--- src/common/gst_pkg.sv ---
`default_nettype none

// shared constants for the global status and telemetry register group
package gst_pkg;

	// register offsets on the byte access port of the serial engine
	localparam logic [7:0] ADDR_EVENT_COR      = 8'h03; // clear-on-read event register
	localparam logic [7:0] ADDR_GLOBAL_STATUS  = 8'h05; // global status byte
	localparam logic [7:0] ADDR_DIE_TEMP       = 8'h06; // die temperature code
	localparam logic [7:0] ADDR_SUPPLY_V_LOW   = 8'h07; // supply voltage low byte
	localparam logic [7:0] ADDR_SUPPLY_V_HIGH  = 8'h08; // supply voltage high byte

	// field positions
	localparam int EVT_THERMAL_BIT   = 3; // thermal shutdown event flag
	localparam int STAT_ADDR_LSB     = 2; // target address field, low bit
	localparam int STAT_ADDR_MSB     = 6; // target address field, high bit
	localparam int STAT_STRAP_BIT    = 0; // standalone-mode strap level

	// values after reset, and the answer to unmapped reads
	localparam logic [7:0] GLOBAL_STATUS_RST = 8'h00; // global status byte
	localparam logic [7:0] READ_DATA_RST     = 8'h00; // read data output
	localparam logic [7:0] UNMAPPED_DATA     = 8'h00; // answer to unmapped address

	// cycles from reset release to strap capture
	localparam int STRAP_CAPTURE_CYCLES = 1;

	// strap capture sequence, gray coded along its path
	typedef enum logic [1:0] {
		CAP_WAIT = 2'b00, // reset just released
		CAP_TAKE = 2'b01, // sampling straps this cycle
		CAP_DONE = 2'b11  // straps held for good
	} capture_state_t;

endpackage : gst_pkg

`default_nettype wire

--- src/common/supply_volt_if.sv ---
`default_nettype none

// carries supply voltage sample and byte reads between top and latch
interface supply_volt_if;
	logic [15:0] sample;    // live 16-bit measurement
	logic        rd_low;    // host reads low byte this cycle
	logic        rd_high;   // host reads high byte this cycle
	logic [7:0]  low_byte;  // low byte as host sees it
	logic [7:0]  high_byte; // high byte, frozen after a low read

	modport latch (
		input  sample,
		input  rd_low,
		input  rd_high,
		output low_byte,
		output high_byte
	);

	modport user (
		output sample,
		output rd_low,
		output rd_high,
		input  low_byte,
		input  high_byte
	);
endinterface : supply_volt_if

`default_nettype wire

--- src/rtl/supply_volt_latch.sv ---
`default_nettype none

// holds the supply voltage sample and freezes the high byte on a low read
module supply_volt_latch
	import gst_pkg::*;
(
	input  wire logic         sys_clk_in,
	input  wire logic         reset_in,
	supply_volt_if.latch      volt
);

	// whole state of the latch
	typedef struct packed {
		logic [15:0] sample; // registered measurement
		logic [7:0]  hold;   // high byte taken with the last low read
		logic        frozen; // high byte frozen until read
	} latch_state_t;

	latch_state_t s_q;
	latch_state_t s_d;

	// next state
	always_comb begin
		s_d = s_q;
		// live sample keeps tracking the converter
		s_d.sample = volt.sample;
		if (volt.rd_low) begin
			// freeze the upper half of the same sample the host just got
			s_d.hold   = s_q.sample[15:8];
			s_d.frozen = 1'b1;
		end else if (volt.rd_high) begin
			// high read releases the freeze
			s_d.frozen = 1'b0;
		end
	end

	// state register
	always_ff @(posedge sys_clk_in) begin
		if (reset_in) begin
			s_q <= '0;
		end else begin
			s_q <= s_d;
		end
	end

	// byte views, low at the lower address
	assign volt.low_byte  = s_q.sample[7:0];
	assign volt.high_byte = s_q.frozen ? s_q.hold : s_q.sample[15:8];
endmodule : supply_volt_latch

`default_nettype wire

--- src/rtl/global_status_telemetry.sv ---
`default_nettype none

// Operation
// - set thermal flag bit3 when ports shut hot
// - thermal flag latched, cleared by event register read
// - threshold is over-temp if enabled, else safe
// - read-only global status byte, resets to zero
// - status bits 6:2 show serial target address
// - status bit0 is strap, captured once after reset
// - temperature register holds unsigned code N
// - 16-bit supply voltage, low byte lower address
// - low byte read freezes high byte until read
module global_status_telemetry
	import gst_pkg::*;
#(
	parameter logic [7:0] OVER_TEMP_CODE = 8'hC8, // over-temperature threshold code
	parameter logic [7:0] SAFE_TEMP_CODE = 8'hAA  // safe-temperature threshold code
) (
	input  wire logic        sys_clk_in,           // device clock, 20 MHz
	input  wire logic        reset_in,             // synchronous, active high
	input  wire logic        rd_strobe_in,         // host byte read request
	input  wire logic        wr_strobe_in,         // host byte write request
	input  wire logic [7:0]  reg_addr_in,          // register address
	input  wire logic [7:0]  wr_data_in,           // write data, ignored here
	input  wire logic [4:0]  target_addr_in,       // serial target address pins
	input  wire logic        standalone_strap_in,  // standalone-mode strap pin
	input  wire logic        ports_shut_hot_in,    // all powered ports shut for heat
	input  wire logic        tsd_enable_in,        // shutdown on over-temp enabled
	input  wire logic [7:0]  die_temp_code_in,     // converter temperature code
	input  wire logic [15:0] supply_sample_in,     // converter supply voltage code
	output logic      [7:0]  rd_data_out,          // registered read data
	output logic             rd_valid_out,         // read data valid, one cycle
	output logic             thermal_event_out     // thermal shutdown flag level
);

	// whole state of the register group except the voltage latch
	typedef struct packed {
		capture_state_t cap;       // strap capture sequence
		logic [4:0]     addr;      // captured target address
		logic           strap;     // captured standalone strap
		logic [7:0]     temp;      // latest die temperature code
		logic           thermal;   // sticky thermal shutdown flag
		logic [7:0]     rd_data;   // read answer
		logic           rd_valid;  // answer strobe
	} gst_state_t;

	gst_state_t s_q;
	gst_state_t s_d;

	// link to the voltage latch
	supply_volt_if volt ();

	// thermal condition against the selected threshold
	function automatic logic temp_above(
		input logic [7:0] code,
		input logic       shutdown_en
	);
		logic [7:0] limit;
		limit = shutdown_en ? OVER_TEMP_CODE : SAFE_TEMP_CODE;
		// strictly greater: a code equal to the limit still counts as cool
		return code > limit;
	endfunction

	// assembled global status byte
	function automatic logic [7:0] status_byte(
		input logic [4:0] addr,
		input logic       strap
	);
		logic [7:0] b;
		b = GLOBAL_STATUS_RST; // reserved bits 7 and 1 stay zero
		b[STAT_ADDR_MSB:STAT_ADDR_LSB] = addr;
		b[STAT_STRAP_BIT] = strap;
		return b;
	endfunction

	// event register view, only the thermal bit lives here
	function automatic logic [7:0] event_byte(input logic flag);
		logic [7:0] b;
		b = 8'h00;
		b[EVT_THERMAL_BIT] = flag;
		return b;
	endfunction

	// strobes into the voltage latch
	assign volt.sample  = supply_sample_in;
	assign volt.rd_low  = rd_strobe_in && (reg_addr_in == ADDR_SUPPLY_V_LOW);
	assign volt.rd_high = rd_strobe_in && (reg_addr_in == ADDR_SUPPLY_V_HIGH);

	// voltage byte holder
	supply_volt_latch u_volt (
		.sys_clk_in (sys_clk_in),
		.reset_in   (reset_in),
		.volt       (volt)
	);

	// next state
	always_comb begin
		s_d = s_q;
		s_d.rd_valid = 1'b0;
		// temperature code follows the converter
		s_d.temp = die_temp_code_in;

		// straps caught once, one cycle after reset release
		case (s_q.cap)
			CAP_WAIT: begin
				s_d.cap = CAP_TAKE;
			end
			CAP_TAKE: begin
				s_d.addr  = target_addr_in;
				s_d.strap = standalone_strap_in;
				s_d.cap   = CAP_DONE;
			end
			CAP_DONE: begin
				// held for good
				s_d.cap = CAP_DONE;
			end
			default: begin
				s_d.cap = CAP_WAIT;
			end
		endcase

		// clear on event register read, set wins in the same cycle
		if (rd_strobe_in && (reg_addr_in == ADDR_EVENT_COR)) begin
			s_d.thermal = 1'b0;
		end
		// compare uses the registered code, so a hot code acts one cycle late;
		// the port shutdown report always trails the heat, so nothing is lost
		if (ports_shut_hot_in && temp_above(s_q.temp, tsd_enable_in)) begin
			s_d.thermal = 1'b1;
		end

		// read decode; writes fall through untouched
		// answers use pre-edge state, so a clearing read still shows the flag
		if (rd_strobe_in) begin
			s_d.rd_valid = 1'b1;
			if (reg_addr_in == ADDR_EVENT_COR) begin
				s_d.rd_data = event_byte(s_q.thermal);
			end else if (reg_addr_in == ADDR_GLOBAL_STATUS) begin
				s_d.rd_data = status_byte(s_q.addr, s_q.strap);
			end else if (reg_addr_in == ADDR_DIE_TEMP) begin
				s_d.rd_data = s_q.temp;
			end else if (reg_addr_in == ADDR_SUPPLY_V_LOW) begin
				s_d.rd_data = volt.low_byte;
			end else if (reg_addr_in == ADDR_SUPPLY_V_HIGH) begin
				s_d.rd_data = volt.high_byte;
			end else begin
				s_d.rd_data = UNMAPPED_DATA;
			end
		end
	end

	// state register
	always_ff @(posedge sys_clk_in) begin
		if (reset_in) begin
			s_q.cap      <= CAP_WAIT;
			s_q.addr     <= 5'h00;
			s_q.strap    <= 1'b0;
			s_q.temp     <= 8'h00;
			s_q.thermal  <= 1'b0;
			s_q.rd_data  <= READ_DATA_RST;
			s_q.rd_valid <= 1'b0;
		end else begin
			s_q <= s_d;
		end
	end

	// outputs straight from flops
	assign rd_data_out       = s_q.rd_data;
	assign rd_valid_out      = s_q.rd_valid;
	assign thermal_event_out = s_q.thermal;

	// helper: status byte as seen now
	logic [7:0] status_now;
	assign status_now = status_byte(s_q.addr, s_q.strap);
endmodule : global_status_telemetry

`default_nettype wire

--- config.mk ---
export PLATFORM = sky130hd
export DESIGN_NAME = global_status_telemetry
export DESIGN_NICKNAME = d
export VERILOG_FILES = /design/src/common/gst_pkg.sv /design/src/common/supply_volt_if.sv /design/src/rtl/supply_volt_latch.sv /design/src/rtl/global_status_telemetry.sv
export SDC_FILE = /design/constraint.sdc
export NUM_CORES = 1
export LEC_CHECK = 0
export ABC_CLOCK_PERIOD_IN_PS = 1720
export BUFFER_PORTS_ARGS = -buffer_cell sky130_fd_sc_hd__buf_4
export CAP_MARGIN = 30
export CORE_MARGIN = 4
export CORE_UTILIZATION = 40
export DETAILED_ROUTE_END_ITERATION = 8
export GPL_TIMING_DRIVEN = 0
export HOLD_SLACK_MARGIN = 0.05
export PLACE_DENSITY_LB_ADDON = 0.1
export SYNTH_ARGS = -nofsm -noshare
export SYNTH_HDL_FRONTEND = slang
export SYNTH_SLANG_ARGS = --single-unit
--- constraint.sdc ---
create_clock -name sys_clk_in -period 1.72 [get_ports sys_clk_in]
set_input_delay 0 -clock sys_clk_in [delete_from_list [all_inputs] [get_ports sys_clk_in]]
set_output_delay 0 -clock sys_clk_in [all_outputs]
set_load 0.01 [all_outputs]
# Word-level counts from Yosys, hierarchy flattened
# Index checks and enable logic that the tools add are counted.
dict set report op_classes {
  n_lt_le_gt_ge 1
  eq_ne 7
  muxes 13
  n_reduce_logical 8
}
# op count
set ops {}
lappend ops {{$mux W8} 6}
lappend ops {{$eq A8 B3 Y1 const B} 3}
lappend ops {{$eq A8 B2 Y1 const B} 1}
lappend ops {{$eq A8 B4 Y1 const B} 1}
lappend ops {{$gt A8 B8 Y1} 1}
lappend ops {{$mux W7} 1}
lappend ops {{$mux W1} 5}
lappend ops {{$logic_and A1 B1 Y1} 4}
lappend ops {{$pmux W2 S2} 1}
lappend ops {{$reduce_bool A2 Y1} 2}
lappend ops {{$eq A2 B1 Y1 const B} 1}
lappend ops {{$eq A2 B2 Y1 const B} 1}
lappend ops {{$logic_not A2 Y1} 1}
lappend ops {{$reduce_or A2 Y1} 1}
dict set report word_totals {
  reg_bits 51
  inputBits 52
  output_inout_bits 10
  word_cells 39
}

# Logic depth before layout (Yosys ltp)
dict set report logic_depth {
  word_depth 6
  depth_mapped 6
  mapped_depth_nobuf 6
}

# Modules after synthesis
# From an unflattened synthesis, not the netlist that was laid out.
dict set report hier_totals {
  cells_unflattened 223
  area_unflattened_um2 2249.7
}
# module instances cells_per_inst area_each_um2 seq_area_each_um2
set modules_own_cells {}
lappend modules_own_cells {global_status_telemetry 1 143 1308.8 520.5}
lappend modules_own_cells {supply_volt_latch 1 80 940.9 500.5}

# Worst setup path after synthesis
# Ideal clock, no wire load.
dict set report synth_timing {
  path_type {register -> register}
  from {register s_q[15] (netlist bit)}
  to {register s_q, in the netlist thermal_event_out}
  setup_time_ns 0.132
  arrival_time_ns 1.284
  t_required_ns 1.588
  path_slack_ns 0.303
  stages_incl_launch_ff 6
  path_buffers 0
  period_less_slack_ns 1.417
  cell_sequence {dfxtp_1 ha_1 nand3_1 or4_1 o2111ai_1 a21oi_1}
}
dict set report synth_via {
  elab_chain_cells 3
  word_cells_on_any_way 4
  cone_classes {1 x order compare; 1 x mux; 2 x reduce/logical}
}
# item line
set synth_lines {}
lappend synth_lines {{from (decl)} global_status_telemetry.sv:47} ;# gst_state_t s_q;
lappend synth_lines {{$gt A8 B8 Y1 *} global_status_telemetry.sv:61} ;# return code > limit;
lappend synth_lines {{$logic_and A1 B1 Y1 *} global_status_telemetry.sv:128} ;# if (ports_shut_hot_in && temp_above(s_q.temp, tsd_enable_in)) begin
lappend synth_lines {{$mux W1 / $reduce_bool A2 Y1 (equally long branches)} n/a}
# Every way passes the cells marked *; elsewhere a longest branch is shown, timed or not.
# A chain may end at the register's enable or synchronous reset.

# Worst setup path after layout
dict set report layout_timing {
  from {register u_volt.s_q[0] (netlist bit)}
  to {register s_q, in the netlist rd_data_out[0]}
}
dict set report layout_via {
  elab_chain_cells 6
}
# item line
set layout_lines {}
lappend layout_lines {{from (decl)} supply_volt_latch.sv:19} ;# latch_state_t s_q;
lappend layout_lines {{from (signal assigned)} supply_volt_latch.sv:40} ;# s_q <= '0;
lappend layout_lines {{from (signal assigned)} supply_volt_latch.sv:42} ;# s_q <= s_d;
lappend layout_lines {{$mux W8} supply_volt_latch.sv:48} ;# assign volt.high_byte = s_q.frozen ? s_q.hold : s_q.sample[15:8];
lappend layout_lines {{$mux W8} global_status_telemetry.sv:144} ;# end else if (reg_addr_in == ADDR_SUPPLY_V_HIGH) begin
lappend layout_lines {{$mux W8} global_status_telemetry.sv:142} ;# end else if (reg_addr_in == ADDR_SUPPLY_V_LOW) begin
lappend layout_lines {{$mux W8} global_status_telemetry.sv:140} ;# end else if (reg_addr_in == ADDR_DIE_TEMP) begin
lappend layout_lines {{$mux W8} global_status_telemetry.sv:138} ;# end else if (reg_addr_in == ADDR_GLOBAL_STATUS) begin
lappend layout_lines {{$mux W8} global_status_telemetry.sv:136} ;# if (reg_addr_in == ADDR_EVENT_COR) begin
# No other way between the ends.

==> impl_metrics.py <==
metrics = {
    "critical_path": {
        "critPathSlowestCell": "mux2_2",
        "critPathBufInv": 1,
        "worst-path-stages": 5,
        "slowest_delay_ns": 0.37,
        "cp_max_fo": 9,
        "worst-r2r-setup-slack_ns": 0.13,
        "crit_required_ns": 1.91,
        "cp_top_family": "compound AO/OA/AOI/OAI gates",
        "critPathKind": "flip-flop to flip-flop",
        "worstPathArrival_ns": 1.78,
        "start_kind": "flip-flop",
        "path_cells": "buf_2 > mux2_2 > a22oi_1 > o22ai_1 > a32o_1",
        "r2r_cells": 5,
        "reg2reg_from": "u_volt.s_q[0]$_SDFFE_PP0P_",
        "startpoint": "u_volt.s_q[0]$_SDFFE_PP0P_",
        "cp-end-kind": "flip-flop",
        "r2r-end": "rd_data_out[0]$_SDFFE_PP0P_",
    },
    "sta": {
        "rsz0062_at_grt": "false",
        "fmax_ghz": 0.6304,
        "relSlewSlack_pct": 54.08,
        "finalSetupTns_ns": 0,
        "worstMarginPinSlew_ns": 0.6863,
        "holdWs_ns": 0.04996,
        "hold_violations": 0,
        "fin_ws_ns": 0.1337,
        "clock_skew_ns": 0.005731,
        "slew_viol_final": 0,
        "fin_crit_sh_pct": 92.23,
        "post-route-min-period_ns": 1.586,
        "setup_violations": 0,
    },
    "cts": {
        "clk_path_buf_depth": 2,
        "h-tree-depth": 2,
        "cts.sink_count": 51,
        "cts_tree": "done",
        "cts-root-buf": "clkbuf_8",
        "ctsHoldBuffers": 32,
        "cts_setup_buffers": 0,
        "clkTransAtPathRegs_ns": 0.09,
        "cts_resized": 0,
        "clk_latency_ns": 0.30,
        "numCtsBuffers": 5,
    },
    "cells_and_area": {
        "diodes": 0,
        "final_common_cell": "buf_4",
        "final_cell_mix": "59 x buf_4, 51 x dfxtp_1, 36 x nor2b_1, 32 x dlygate4sd3_1, 23 x nor2_1",
        "fin_util_pct": 59.31,
        "final_cells": 378,
        "final_nets": 363,
        "drive_gt1_share_pct": 27.92,
        "areaGrowthSynthToFinish_pct": 41.08,
    },
    "pwr": {
        "irDropWorstVdd_mv": 0.4295,
        "power.leakage_uw": 0.001268,
        "power_density_nw_per_um2": 759.5,
        "clkPwrFrac_pct": 34.0,
        "swShare_pct": 21.50,
        "switching_power_uw": 501.1,
        "power.internal_uw": 1829,
        "combPwrFrac_pct": 12.5,
        "power_frac_seq_pct": 53.5,
    },
    "drt": {
        "drt_iter0_markers": 72,
        "vias": 1796,
        "ant_nets": 0,
        "wl_per_cell_um": 12.90,
        "route.detailed.drc": 0,
        "first_pass_iters": 4,
        "vias_per_cell": 4.751,
        "wirelength_um": 4875,
    },
    "floorplan": {
        "start_util_pct": 42.04,
        "num_rows": 26,
        "core_area_um2": 5172,
        "die_y_um": 81.73,
        "io_pins": 62,
        "die-width_um": 81.73,
        "design.die.area_um2": 6680,
    },
    "hold_path": {
        "worstHoldEndpoint": "s_q[11]$_SDFF_PP0_",
        "worstHoldPathCells": 2,
        "hold_path_class": "primary input to flip-flop",
        "hold_start": "reset_in",
    },
    "global_routing": {
        "grt_overflow_total": 0,
        "grt_start_max_net_pins": 15,
        "grt.total_usage_pct": 15.82,
        "grt_pass1_wl_um": 8183,
        "antenna_found_initial": 0,
        "grt_pass1_vias": 1724,
    },
    "placement": {
        "numPortBuffers": 51,
        "dpl.hpwl_um": 3638,
        "dp_slack_ns": 0.1404,
        "place_inst": 339,
        "gp_congestion": 0.7793,
    },
    "logic_synthesis": {
        "mappedNetlistNets": 273,
        "ys_ff_latch": 51,
        "synthesis.instances": 218,
        "yosysSeqAreaShare_pct": 46.95,
        "synthDistinctLibCells": 38,
        "yosys_warnings": 0,
        "syn_area_per_cell_um2": 9.975,
        "syn_area_um2": 2175,
    },
    "run_status": {
        "status": "finished clean",
    },
    "job": {
        "maxCapViolCount": 0,
    },
}
-- kinds of logic after synthesis --
kind of cell | count (synthesis) | synth area share [%]
compound gates | 36 | 11.45
fa+ha+maj | 3 | 1.726
buf+inv | 23 | 6.387
flops | 51 | 46.95
mux | 23 | 11.05
simple gates | 82 | 22.44
-- registers in the layout, indices dropped and copies added (netlist names) --
signal	count
u_volt.s_q	17
s_q	16
rd_data_out	8
u_volt.volt.low_byte	8
rd_valid_out	1
thermal_event_out	1
-- area by class of cell --
class	instances	area, um2
timing repair buffer	83	703.2
clock inverter	1	30.03
buffer	19	123.9
multi-input combinational	144	1015
tap	70	87.58
inverter	4	15.01
fill	468	2105
clock buffer	6	72.57
sequential	51	1021
-- stage by stage --
stage,total power [uW],instance area (um2)
after global placement,1507,2645
after floorplan,1390,2175
after detailed placement,1509,2645
after CTS,2353,3068
final,2330,3068
after global routing,2440,3068
-- how the worst max path moves through the flow --
stage | end | slack [ns]
2_1_floorplan | thermal_event_out$_SDFFE_PP0P_ | 0.30
3_3_place_gp | rd_data_out[2]$_SDFFE_PP0P_ | 0.15
3_5_place_dp | rd_data_out[2]$_SDFFE_PP0P_ | 0.14
4_1_cts | rd_data_out[0]$_SDFFE_PP0P_ | 0.13
5_1_grt | thermal_event_out$_SDFFE_PP0P_ | 0.01
6_report | rd_data_out[0]$_SDFFE_PP0P_ | 0.13
-- routing by layer --
metal	GRT usage [%]	vias to the layer above	part of all wire [%]
met4	3.987	0	1.1
met1	22.61	810	48
li1	-	930	-
met3	3.618	6	6.0
met5	0	-	0
met2	23.99	50	45
-- power by group through the flow --
| stage | sequential, uW | clock (uW) | combinational (uW) |
|---|---|---|---|
| finish | 1250 | 792 | 292 |
| global placement | 1270 | 0 | 234 |
| CTS | 1250 | 814 | 293 |
| floorplan | 1270 | 0 | 123 |
| detailed placement | 1270 | 0 | 236 |
| global route | 1250 | 863 | 326 |
-- Yosys cell counts --
master,n,area [um2]
nor4_4,1,21.27
o2111ai_1,1,8.760
a21oi_1,6,30.03
clkbuf_1,5,18.77
o21bai_1,1,7.510
and3b_2,1,10.01
mux2_2,8,90.09
nor3b_2,1,12.51
nand3_1,3,15.01
nand2b_1,3,18.77
buf_4,8,60.06
inv_1,4,15.01
ha_1,3,37.54
o41ai_1,2,17.52
and4_2,1,10.01
nand2_1,3,11.26
a32o_1,5,50.05
nand3b_1,1,7.510
buf_12,1,20.02
and2b_4,1,10.01
dfxtp_1,51,1021
nor2_1,23,86.33
buf_2,4,20.02
nor3_1,2,10.01
or4_1,1,7.510
nor2b_1,36,225.2
and2_2,1,7.510
o2bb2ai_1,1,8.760
mux2i_1,15,150.1
nand4_1,1,6.260
a22oi_1,6,45.04
o21ai_0,6,30.03
a21boi_0,1,7.510
o22ai_1,7,43.79
and4_4,1,11.26
nand4b_1,1,8.760
clkbuf_2,1,5.000
and3b_1,1,8.760
No activity file was read; power rests on OpenSTA's default activity.
